## src/include/setup_menu_pkg.sv

```systemverilog
package setup_menu_pkg;
   // clock and time base
   localparam int CLK_NS = 50;
   localparam int MS_NS = 1000000;
   localparam int CYC_PER_MS_DFLT = MS_NS / CLK_NS;
   // display and key timing, in milliseconds
   localparam logic [11:0] ELAPSED_MS = 12'hbb8;
   localparam logic [11:0] PROMPT_MS = 12'h320;
   localparam logic [11:0] ERR_MS = 12'h5dc;
   localparam logic [11:0] REPEAT_MS = 12'h12c;
   localparam logic [11:0] RESET_HOLD_MS = 12'h7d0;
   localparam logic [11:0] BLINK_MS = 12'h0fa;
   localparam logic [11:0] SAVE_MS = 12'h3e8;
   // key positions in the key vector
   localparam int KEY_SETUP = 0;
   localparam int KEY_RESET = 1;
   localparam int KEY_DSEL = 2;
   localparam int KEY_VADJ = 3;
   localparam int KEY_TIME = 4;
   // digit printed on each key, key i at bits [4i+3:4i]
   localparam logic [19:0] KEY_DIGITS = 20'h54321;
   localparam logic [15:0] PASSCODE = 16'h3254;
   localparam logic [1:0] MAX_ATTEMPTS = 2'h3;
   localparam logic [2:0] LAST_CH = 3'h7;
   localparam logic [2:0] LAST_DISP_OPT = 3'h5;
   localparam logic [2:0] SYS_NV_ADDR = 3'h7;
   // register offsets and control fields
   localparam logic [7:0] REG_CTRL = 8'h00;
   localparam logic [7:0] REG_STATUS = 8'h04;
   localparam logic [7:0] REG_READING = 8'h08;
   localparam int CTRL_NOBLE_BIT = 0;
   localparam int CTRL_MV_BIT = 1;
   localparam int RAW_SHIFT = 12;
   localparam logic [11:0] RAW_OVER = 12'hfff;

   typedef enum logic [2:0] {
      IN_J = 3'h0, IN_K = 3'h1, IN_T = 3'h2, IN_E = 3'h3,
      IN_CURRENT = 3'h4, IN_VOLT = 3'h5, IN_NOBLE = 3'h6, IN_MILLIVOLT = 3'h7
   } in_type_t;

   typedef enum logic [4:0] {
      ST_NORMAL = 5'h00, ST_ELAPSED = 5'h01, ST_BANNER = 5'h02, ST_CODE = 5'h03,
      ST_CODE_ERR = 5'h04, ST_MENU = 5'h05, ST_CH_SEL = 5'h06, ST_CH_TYPE = 5'h07,
      ST_CH_ONOFF = 5'h08, ST_CH_TUNITS = 5'h09, ST_CH_DP = 5'h0a, ST_CH_HI = 5'h0b,
      ST_CH_LO = 5'h0c, ST_CH_OFS = 5'h0d, ST_CH_TARE = 5'h0e, ST_CH_SP = 5'h0f,
      ST_CH_LIM = 5'h10, ST_CH_DB = 5'h11, ST_CH_RLY = 5'h12, ST_CH_UNITS = 5'h13,
      ST_SYS_DISP = 5'h14, ST_SYS_ELT = 5'h15, ST_SYS_LATCH = 5'h16,
      ST_SYS_RANGE = 5'h17, ST_SAVE = 5'h18
   } state_t;

   typedef struct packed {
      in_type_t in_type;
      logic on;
      logic temp_f;
      logic [1:0] dp;
      logic [15:0] hi;
      logic [15:0] lo;
   } chan_cfg_t;

   typedef struct packed {
      logic [2:0] disp_opt;
      logic show_elapsed;
      logic latch;
      logic [1:0] range;
   } sys_cfg_t;

   typedef struct packed {
      state_t state;
      logic prompt;
      logic [15:0] value;
      logic [1:0] dp;
      logic [1:0] cursor;
      logic blink;
   } disp_t;

   typedef struct packed {
      logic valid;
      logic [2:0] ch;
      logic signed [17:0] value;
      logic err;
   } reading_t;

   localparam chan_cfg_t CHAN_RESET = '{IN_J, 1'b1, 1'b0, 2'h0, 16'h1000, 16'h0000};
   localparam chan_cfg_t CHAN_OFF = '{IN_J, 1'b0, 1'b0, 2'h0, 16'h0000, 16'h0000};
   localparam sys_cfg_t SYS_RESET = '{3'h1, 1'b0, 1'b0, 2'h0};

   // four BCD digits to binary
   function automatic logic signed [17:0] bcd2bin(input logic [15:0] v);
      return 18'(v[15:12] * 1000 + v[11:8] * 100 + v[7:4] * 10 + v[3:0]);
   endfunction
endpackage

```

## src/hw/scale_map.sv

```systemverilog
// maps a raw sample linearly between low scale and high scale
module scale_map (
   input wire logic mclk,
   input wire logic rst_n,
   input wire logic sample_valid,
   input wire logic [2:0] sample_ch,
   input wire logic [11:0] sample_raw,
   input wire setup_menu_pkg::chan_cfg_t cfg,
   output setup_menu_pkg::reading_t rd
);
   import setup_menu_pkg::*;

   logic signed [17:0] lo_bin;
   logic signed [17:0] span;
   logic signed [31:0] prod;

   // full scale is taken as 2^12 so the divide is a shift, at a cost of one lsb at the top
   assign lo_bin = bcd2bin(cfg.lo);
   assign span = bcd2bin(cfg.hi) - lo_bin;
   assign prod = span * $signed({1'b0, sample_raw});

   // channels set off are skipped entirely: no result and no error
   always_ff @(posedge mclk) begin
      if (!rst_n) begin
         rd <= '0;
      end else begin
         rd.valid <= sample_valid && cfg.on;
         if (sample_valid && cfg.on) begin
            rd.ch <= sample_ch;
            rd.value <= lo_bin + 18'(prod >>> RAW_SHIFT);
            rd.err <= (sample_raw == RAW_OVER);
         end
      end
   end
endmodule

```

## src/hw/setup_menu_ctrl.sv

```systemverilog
// The register offsets and the address-and-strobe port were decided locally.
module setup_menu_ctrl #(
   parameter int CYC_PER_MS = setup_menu_pkg::CYC_PER_MS_DFLT
) (
   input wire logic mclk,
   input wire logic rst_n,
   input wire logic [4:0] keys,
   input wire logic [7:0] reg_addr,
   input wire logic [31:0] reg_wdata,
   input wire logic reg_wr,
   input wire logic reg_rd,
   output logic [31:0] reg_rdata,
   input wire logic sample_valid,
   input wire logic [2:0] sample_ch,
   input wire logic [11:0] sample_raw,
   output setup_menu_pkg::disp_t disp,
   output logic setup_lamp,
   output logic nv_wr,
   output logic [2:0] nv_addr,
   output setup_menu_pkg::chan_cfg_t nv_data,
   output setup_menu_pkg::reading_t reading
);
   import setup_menu_pkg::*;

   state_t state_q, state_d;
   logic [4:0] keys_q;
   logic [4:0] press;
   logic ps, pva, pdsel, rva, any_press;
   logic [14:0] div_q;
   logic ms_tick_q;
   logic [11:0] tmr_q, rhold_q, rep_q, blink_cnt_q;
   logic st_chg, in_setup, rhold_done, va_step, blink_q;
   logic [11:0] code_q;
   logic [1:0] code_cnt_q, attempts_q;
   logic [3:0] digit;
   logic code_ok;
   logic [2:0] ch_q;
   logic sel_sys_q;
   logic [15:0] val_q;
   logic [1:0] cursor_q;
   logic dir_up_q;
   chan_cfg_t chan_edit_q [1:7];
   chan_cfg_t chan_store_q [1:7];
   sys_cfg_t sys_edit_q, sys_store_q;
   chan_cfg_t sel_cfg;
   logic [2:0] nv_idx_q;
   logic nv_run_q;
   logic [1:0] ctrl_q;
   logic signed [17:0] last_read_q;

   // next input type in the option's own cycle
   function automatic in_type_t next_type(input in_type_t t, input logic noble, input logic mv);
      in_type_t n;
      n = IN_CURRENT;
      if (mv) begin
         if (t == IN_CURRENT) n = IN_VOLT;
         else if (t == IN_VOLT) n = IN_MILLIVOLT;
      end else if (noble) begin
         if (t == IN_NOBLE) n = IN_CURRENT;
         else if (t == IN_CURRENT) n = IN_VOLT;
         else n = IN_NOBLE;
      end else begin
         unique case (t)
            IN_J: n = IN_K;
            IN_K: n = IN_T;
            IN_T: n = IN_E;
            IN_E: n = IN_CURRENT;
            IN_CURRENT: n = IN_VOLT;
            default: n = IN_J;
         endcase
      end
      return n;
   endfunction

   function automatic logic is_temp(input in_type_t t);
      return (t <= IN_E) || (t == IN_NOBLE);
   endfunction

   // step one BCD digit up or down with wrap
   function automatic logic [15:0] bcd_step(input logic [15:0] v, input logic [1:0] pos,
                                             input logic up);
      logic [3:0] d;
      logic [15:0] r;
      r = v;
      d = v[pos*4 +: 4];
      if (up) d = (d >= 4'h9) ? 4'h0 : d + 4'h1;
      else d = (d == 4'h0) ? 4'h9 : d - 4'h1;
      r[pos*4 +: 4] = d;
      return r;
   endfunction

   // key edges; keys are levels already synchronous to mclk
   always_ff @(posedge mclk) begin
      if (!rst_n) keys_q <= 5'h00;
      else keys_q <= keys;
   end
   assign press = keys & ~keys_q;
   assign ps = press[KEY_SETUP];
   assign pva = press[KEY_VADJ];
   assign pdsel = press[KEY_DSEL];
   assign rva = keys_q[KEY_VADJ] & ~keys[KEY_VADJ];
   assign any_press = |press;

   // digit of the lowest pressed key
   always_comb begin
      digit = 4'h0;
      for (int i = 4; i >= 0; i--) begin
         if (press[i]) digit = KEY_DIGITS[i*4 +: 4];
      end
   end
   assign code_ok = ({code_q, digit} == PASSCODE);

   // millisecond tick divider
   always_ff @(posedge mclk) begin
      if (!rst_n) begin
         div_q <= 15'h0000;
         ms_tick_q <= 1'b0;
      end else begin
         ms_tick_q <= (div_q == 15'(CYC_PER_MS - 1));
         div_q <= (div_q == 15'(CYC_PER_MS - 1)) ? 15'h0000 : div_q + 15'h0001;
      end
   end

   assign st_chg = (state_d != state_q);
   assign in_setup = !(state_q inside {ST_NORMAL, ST_ELAPSED, ST_SAVE});
   assign rhold_done = (rhold_q >= RESET_HOLD_MS);
   assign va_step = pva || (keys_q[KEY_VADJ] && ms_tick_q && rep_q >= REPEAT_MS);

   // time in state, reset hold and adjust repeat timers
   always_ff @(posedge mclk) begin
      if (!rst_n || st_chg) tmr_q <= 12'h000;
      else if (ms_tick_q && tmr_q != 12'hfff) tmr_q <= tmr_q + 12'h001;
   end
   always_ff @(posedge mclk) begin
      if (!rst_n || !keys_q[KEY_RESET] || !in_setup) rhold_q <= 12'h000;
      else if (ms_tick_q && !rhold_done) rhold_q <= rhold_q + 12'h001;
   end
   always_ff @(posedge mclk) begin
      if (!rst_n || !keys_q[KEY_VADJ] || va_step) rep_q <= 12'h000;
      else if (ms_tick_q) rep_q <= rep_q + 12'h001;
   end

   // menu sequencer; a full reset hold overrides every setup step
   always_comb begin
      state_d = state_q;
      if (in_setup && rhold_done) begin
         state_d = ST_SAVE;
      end else begin
         unique case (state_q)
            ST_NORMAL: if (ps) state_d = ST_ELAPSED;
            ST_ELAPSED: begin
               if (ps) state_d = ST_BANNER;
               else if (tmr_q >= ELAPSED_MS) state_d = ST_NORMAL;
            end
            ST_BANNER: if (tmr_q >= PROMPT_MS) state_d = ST_CODE;
            ST_CODE: begin
               if (any_press && code_cnt_q == 2'h3) state_d = code_ok ? ST_MENU : ST_CODE_ERR;
            end
            ST_CODE_ERR: begin
               if (tmr_q >= ERR_MS) state_d = (attempts_q == MAX_ATTEMPTS) ? ST_NORMAL : ST_CODE;
            end
            ST_MENU: if (ps) state_d = sel_sys_q ? ST_SYS_DISP : ST_CH_SEL;
            ST_CH_SEL: if (ps) state_d = ST_CH_TYPE;
            ST_CH_TYPE: if (ps) state_d = ST_CH_ONOFF;
            ST_CH_ONOFF: begin
               if (ps) state_d = is_temp(chan_edit_q[ch_q].in_type) ? ST_CH_TUNITS : ST_CH_DP;
            end
            ST_CH_TUNITS: if (ps) state_d = ST_CH_SP;
            ST_CH_DP: if (ps) state_d = ST_CH_HI;
            ST_CH_HI: if (ps) state_d = ST_CH_LO;
            ST_CH_LO: if (ps) state_d = ST_CH_OFS;
            ST_CH_OFS: if (ps) state_d = ST_CH_TARE;
            ST_CH_TARE: if (ps) state_d = ST_CH_SP;
            ST_CH_SP: if (ps) state_d = ST_CH_LIM;
            ST_CH_LIM: if (ps) state_d = ST_CH_DB;
            ST_CH_DB: if (ps) state_d = ST_CH_RLY;
            ST_CH_RLY: if (ps) state_d = ST_CH_UNITS;
            ST_CH_UNITS: if (ps) state_d = ST_MENU;
            ST_SYS_DISP: if (ps) state_d = ST_SYS_ELT;
            ST_SYS_ELT: if (ps) state_d = ST_SYS_LATCH;
            ST_SYS_LATCH: if (ps) state_d = ST_SYS_RANGE;
            ST_SYS_RANGE: if (ps) state_d = ST_MENU;
            ST_SAVE: if (tmr_q >= SAVE_MS && !nv_run_q) state_d = ST_NORMAL;
            default: state_d = ST_NORMAL;
         endcase
      end
   end

   always_ff @(posedge mclk) begin
      if (!rst_n) state_q <= ST_NORMAL;
      else state_q <= state_d;
   end

   // passcode digits and attempts; a fresh entry always grants three tries
   always_ff @(posedge mclk) begin
      if (!rst_n) begin
         code_q <= 12'h000;
         code_cnt_q <= 2'h0;
         attempts_q <= 2'h0;
      end else begin
         if (st_chg && state_d == ST_BANNER) attempts_q <= 2'h0;
         else if (st_chg && state_d == ST_CODE_ERR) attempts_q <= attempts_q + 2'h1;
         if (st_chg) begin
            code_q <= 12'h000;
            code_cnt_q <= 2'h0;
         end else if (state_q == ST_CODE && any_press) begin
            code_q <= {code_q[7:0], digit};
            code_cnt_q <= code_cnt_q + 2'h1;
         end
      end
   end

   // menu choice and channel pointer
   always_ff @(posedge mclk) begin
      if (!rst_n) begin
         sel_sys_q <= 1'b0;
         ch_q <= 3'h1;
      end else begin
         if (st_chg && state_q == ST_CODE) sel_sys_q <= 1'b0;
         else if (state_q == ST_MENU && pva) sel_sys_q <= !sel_sys_q;
         if (state_q == ST_CH_SEL && pva) ch_q <= (ch_q == LAST_CH) ? 3'h1 : ch_q + 3'h1;
      end
   end

   // digit editor for the scale values
   always_ff @(posedge mclk) begin
      if (!rst_n) begin
         val_q <= 16'h0000;
         cursor_q <= 2'h3;
         dir_up_q <= 1'b1;
      end else if (st_chg) begin
         val_q <= (state_d == ST_CH_LO) ? chan_edit_q[ch_q].lo : chan_edit_q[ch_q].hi;
         cursor_q <= 2'h3;
         dir_up_q <= 1'b1;
      end else if (state_q inside {ST_CH_HI, ST_CH_LO}) begin
         if (va_step) val_q <= bcd_step(val_q, cursor_q, dir_up_q);
         if (rva) dir_up_q <= !dir_up_q;
         if (pdsel) cursor_q <= cursor_q - 2'h1;
      end
   end

   // working copy of the settings; only a save moves it to the stored copy
   always_ff @(posedge mclk) begin
      if (!rst_n) begin
         for (int i = 1; i <= 7; i++) chan_edit_q[i] <= CHAN_RESET;
         sys_edit_q <= SYS_RESET;
      end else if (st_chg && state_d == ST_BANNER) begin
         chan_edit_q <= chan_store_q;
         sys_edit_q <= sys_store_q;
      end else begin
         if (st_chg && state_d == ST_CH_DP) chan_edit_q[ch_q].dp <= 2'h0;
         unique case (state_q)
            ST_CH_TYPE: begin
               if (pva) begin
                  chan_edit_q[ch_q].in_type <= next_type(chan_edit_q[ch_q].in_type,
                     ctrl_q[CTRL_NOBLE_BIT], ctrl_q[CTRL_MV_BIT]);
               end
            end
            ST_CH_ONOFF: if (pva) chan_edit_q[ch_q].on <= !chan_edit_q[ch_q].on;
            ST_CH_TUNITS: if (pva) chan_edit_q[ch_q].temp_f <= !chan_edit_q[ch_q].temp_f;
            ST_CH_DP: if (pva) chan_edit_q[ch_q].dp <= chan_edit_q[ch_q].dp + 2'h1;
            ST_CH_HI: if (ps) chan_edit_q[ch_q].hi <= val_q;
            ST_CH_LO: if (ps) chan_edit_q[ch_q].lo <= val_q;
            ST_SYS_DISP: begin
               if (pva) begin
                  sys_edit_q.disp_opt <= (sys_edit_q.disp_opt == LAST_DISP_OPT) ? 3'h0
                                         : sys_edit_q.disp_opt + 3'h1;
               end
            end
            ST_SYS_ELT: if (pva) sys_edit_q.show_elapsed <= !sys_edit_q.show_elapsed;
            ST_SYS_LATCH: if (pva) sys_edit_q.latch <= !sys_edit_q.latch;
            ST_SYS_RANGE: if (pva) sys_edit_q.range <= sys_edit_q.range + 2'h1;
            default: ;
         endcase
      end
   end

   // stored copy plus the write-out of every record, sys record last
   always_ff @(posedge mclk) begin
      if (!rst_n) begin
         for (int i = 1; i <= 7; i++) chan_store_q[i] <= CHAN_RESET;
         sys_store_q <= SYS_RESET;
         nv_idx_q <= 3'h0;
         nv_run_q <= 1'b0;
         nv_wr <= 1'b0;
         nv_addr <= 3'h0;
         nv_data <= '0;
      end else begin
         nv_wr <= nv_run_q;
         if (st_chg && state_d == ST_SAVE) begin
            chan_store_q <= chan_edit_q;
            sys_store_q <= sys_edit_q;
            nv_idx_q <= 3'h0;
            nv_run_q <= 1'b1;
         end else if (nv_run_q) begin
            nv_addr <= nv_idx_q;
            nv_data <= (nv_idx_q == SYS_NV_ADDR) ? chan_cfg_t'({32'h0, sys_edit_q})
                       : chan_edit_q[3'(nv_idx_q + 3'h1)];
            nv_idx_q <= nv_idx_q + 3'h1;
            if (nv_idx_q == SYS_NV_ADDR) nv_run_q <= 1'b0;
         end
      end
   end

   // blink phase for the flashing choice and digit
   always_ff @(posedge mclk) begin
      if (!rst_n) begin
         blink_cnt_q <= 12'h000;
         blink_q <= 1'b0;
      end else if (ms_tick_q) begin
         blink_cnt_q <= (blink_cnt_q >= BLINK_MS) ? 12'h000 : blink_cnt_q + 12'h001;
         if (blink_cnt_q >= BLINK_MS) blink_q <= !blink_q;
      end
   end

   // display image; prompts stand alone for a while before the value appears
   always_ff @(posedge mclk) begin
      if (!rst_n) begin
         disp <= '{ST_NORMAL, 1'b0, 16'h0000, 2'h0, 2'h3, 1'b0};
         setup_lamp <= 1'b0;
      end else begin
         disp.state <= state_q;
         setup_lamp <= in_setup;
         disp.prompt <= (tmr_q < PROMPT_MS) && (state_q inside {ST_CH_TYPE, ST_CH_HI,
                        ST_CH_LO, ST_CH_OFS, ST_CH_TARE, ST_CH_SP, ST_CH_LIM,
                        ST_CH_DB, ST_CH_UNITS});
         disp.cursor <= cursor_q;
         disp.blink <= blink_q && (state_q inside {ST_MENU, ST_CH_HI, ST_CH_LO});
         disp.dp <= (state_q == ST_CH_DP) ? chan_edit_q[ch_q].dp : 2'h0;
         unique case (state_q)
            ST_CODE: disp.value <= {2'h0, code_cnt_q, code_q};
            ST_MENU: disp.value <= {15'h0000, sel_sys_q};
            ST_CH_SEL: disp.value <= {13'h0000, ch_q};
            ST_CH_TYPE: disp.value <= {13'h0000, chan_edit_q[ch_q].in_type};
            ST_CH_ONOFF: disp.value <= {15'h0000, chan_edit_q[ch_q].on};
            ST_CH_TUNITS: disp.value <= {15'h0000, chan_edit_q[ch_q].temp_f};
            ST_CH_DP: disp.value <= 16'h9999;
            ST_CH_HI, ST_CH_LO: disp.value <= val_q;
            ST_SYS_DISP: disp.value <= {13'h0000, sys_edit_q.disp_opt};
            ST_SYS_ELT: disp.value <= {15'h0000, sys_edit_q.show_elapsed};
            ST_SYS_LATCH: disp.value <= {15'h0000, sys_edit_q.latch};
            ST_SYS_RANGE: disp.value <= {14'h0000, sys_edit_q.range};
            default: disp.value <= 16'h0000;
         endcase
      end
   end

   // measurement path uses only stored settings
   assign sel_cfg = (sample_ch == 3'h0) ? CHAN_OFF : chan_store_q[sample_ch];

   scale_map u_scale (
      .mclk(mclk),
      .rst_n(rst_n),
      .sample_valid(sample_valid),
      .sample_ch(sample_ch),
      .sample_raw(sample_raw),
      .cfg(sel_cfg),
      .rd(reading)
   );

   // register port: control write, status and reading read back a cycle later
   always_ff @(posedge mclk) begin
      if (!rst_n) begin
         ctrl_q <= 2'h0;
         last_read_q <= 18'h00000;
         reg_rdata <= 32'h00000000;
      end else begin
         if (reading.valid) last_read_q <= reading.value;
         if (reg_wr && reg_addr == REG_CTRL) ctrl_q <= reg_wdata[1:0];
         if (reg_rd) begin
            unique case (reg_addr)
               REG_CTRL: reg_rdata <= {30'h00000000, ctrl_q};
               REG_STATUS: reg_rdata <= {20'h00000, ch_q, attempts_q, in_setup, 1'b0, state_q};
               REG_READING: reg_rdata <= 32'(last_read_q);
               default: reg_rdata <= 32'h00000000;
            endcase
         end else begin
            reg_rdata <= 32'h00000000;
         end
      end
   end
endmodule

```

## config.mk

```make
export PLATFORM = sky130hd
export DESIGN_NAME = setup_menu_ctrl
export DESIGN_NICKNAME = d
export VERILOG_FILES = /design/src/include/setup_menu_pkg.sv /design/src/hw/scale_map.sv /design/src/hw/setup_menu_ctrl.sv
export SDC_FILE = /design/constraint.sdc
export NUM_CORES = 2
export LEC_CHECK = 0
export CAP_MARGIN = 20
export CORE_ASPECT_RATIO = 0.5
export CORE_MARGIN = 1
export CORE_UTILIZATION = 48
export CTS_CLUSTER_SIZE = 24
export DETAILED_ROUTE_END_ITERATION = 8
export DONT_BUFFER_PORTS = 1
export SYNTH_ARGS = -nofsm -noshare
export SYNTH_HDL_FRONTEND = slang
export SYNTH_HIERARCHICAL = 1
export SYNTH_SLANG_ARGS = --single-unit
```

## constraint.sdc

```tcl
create_clock -name mclk -period 22.1 [get_ports mclk]
set_clock_uncertainty 0.2 [all_clocks]
set_input_delay 4.42 -clock mclk [delete_from_list [all_inputs] [get_ports mclk]]
set_output_delay 4.42 -clock mclk [all_outputs]
set_load 0.02 [all_outputs]
```

==> impl_metrics.toml <==
[status]
status = "complete, no violations"

[detailed_routing]
vias = 46500
drtAntennaViolNets = 0
viasPerCell = 6.23
drt_iter0_markers = 5088
drcViolationCount = 0
wl_per_cell_um = 23.8
wl_um = 178000
first_pass_iters = 6

[cts]
cts_tree = "done"
cts.clk_slew.worst_paths_ps = 60
h-tree-depth = 3
cts_setup_buffers = 0
clk_path_buf_depth = 3
root_buffer = "clkbuf_16"
cts_resized = 0
hold_buffers = 0
cts.sinks = 807
cts_buffers = 78
clk_latency_ps = 700

[global_routing]
grt_max_degree = 195
grt_pass1_wl_um = 269000
antenna_found_initial = 6
grt_usage_pct = 31.6
gr-total-overflow = 0
grt_pass1_vias = 44000

[worst_setup_path]
crit_slowest_cell = "a21oi_1"
path_class = "in2reg"
critPathMaxFanout = 68
worst_ep_required_time_ps = 22450
critPathCaptureType = "flop"
slowest_delay_ps = 1000
critPathLaunchType = "input pin"
cp.arrival_ps = 19660
r2r_setup_slack_ps = 6990

[floorplanning]
dieArea_um2 = 110000
rows = 85
die_x_um = 468
core_region_area_um2 = 108000
dieHeight_um = 235
start_util_pct = 48.4
ios = 191

[synthesis]
synthCells = 6297
syn-cell-area_um2 = 52100
syn-num-nets = 6800
yosysWarnings = 6
avgSynthCellArea_um2 = 8.27

[sta]
slew_headroom_pct = 12.4
finalMaxSlewViolations = 0
rsz0062_at_grt = "false"
finalSetupTns_ps = 0
setup_viol = 0
period_needed_ps = 19320
post-route-period-util_pct = 87.4
worstMarginPinSlew_ps = 1310
finalHoldViolations = 0
timing.fmax_mhz = 51.8

[placed_design]
place_hpwl_um = 117000
place_congestion = 0.915
numPortBuffers = 0

[finish]
num-nets-final = 6473
syn2layout_area_growth_pct = 6.37
drive_gt1_share_pct = 7.81
diodes = 0

[hold_path]
hp-class = "reg2reg"

[run]
drv_cap = 0
==> metrics by stage <==
step / utilization (%) / instances / instance area (um2) / setup WS, ps / hold slack, ps
finish: 51.5 / 7467 / 55400 / 2780 / 246
global placement: 49.1 / 7317 / 52700 / 2630 / 234
detailed placement: 49.1 / 7320 / 52800 / 2480 / 240
floorplan: - / 6297 / 52100 / 4230 / 218
global route: 51.5 / 7467 / 55400 / 2060 / 276
CTS: 51.5 / 7462 / 55400 / 3160 / 249
==> worst max-delay path: cells and delay by family <==
| kind | cells | cell delay [ps] |
|---|---|---|
| AO/OA/AOI/OAI | 21 | 5080 |
| XOR/XNOR | 2 | 340 |
| adder cells (fa/ha/maj) | 14 | 6020 |
| buffers and inverters | 7 | 1170 |
| AND/OR/NAND/NOR | 10 | 2410 |
==> state kept, by name, indices dropped and copies added, names as in the netlist, 5 cells and up <==
signal / count
code_q: 9
last_read_q: 18
chan_edit_q: 273
tmr_q: 12
rep_q: 12
sys_store_q: 7
u_scale/rd: 23
sys_edit_q: 7
div_q: 15
nv_data: 39
state_q: 5
chan_store_q: 273
blink_cnt_q: 12
keys_q: 5
rhold_q: 12
reg_rdata: 18
val_q: 16
disp: 27
==> layer usage <==
layer / up-vias / share of wire [%] / track usage (%)
met5: - / 0.013 / 0
met4: 4 / 3.2 / 10.8
met3: 359 / 11 / 7.11
met2: 2248 / 43 / 47.0
met1: 22800 / 43 / 44.9
li1: 21100 / - / -
==> worst paths after layout <==
path | endpoint | start | cells past startpoint
worst max register to register | u_scale/rd[18] | chan_store_q[13] | 52
worst min-delay path | div_q[0] | div_q[0] | 1
worst max-delay path | u_scale/rd[18] | sample_ch[1] | 54
worst min register to register | div_q[0] | div_q[0] | 1
==> cells in the final DEF (no fill, tap or decap), types with 44 or more instances in the layout <==
master / count
ha_1: 207
buf_4: 99
a221oi_1: 66
dfxtp_1: 802
fa_1: 229
xor2_1: 54
a22oi_1: 62
and2_1: 115
nor3_1: 84
inv_1: 402
o21ai_0: 126
nand3_1: 172
a211oi_1: 182
nor2b_1: 44
nor3b_1: 62
a21oi_1: 560
a311oi_1: 85
xnor2_1: 80
mux2_2: 92
mux4_2: 81
nand2_1: 918
clkbuf_16: 79
nor2_1: 637
mux2i_1: 223
==> layout make-up <==
class,count,area [um2]
clock buffer,113,2250
clock inverter,29,339
fill,10100,52100
inverter,407,1540
multi-input combinational,4573,32500
sequential,807,16200
tap,1435,1800
timing repair buffer,103,803
Power is left out: the tool's default activity adds up to more than one toggle a clock period on the data nets, which glitch-free logic cannot reach.
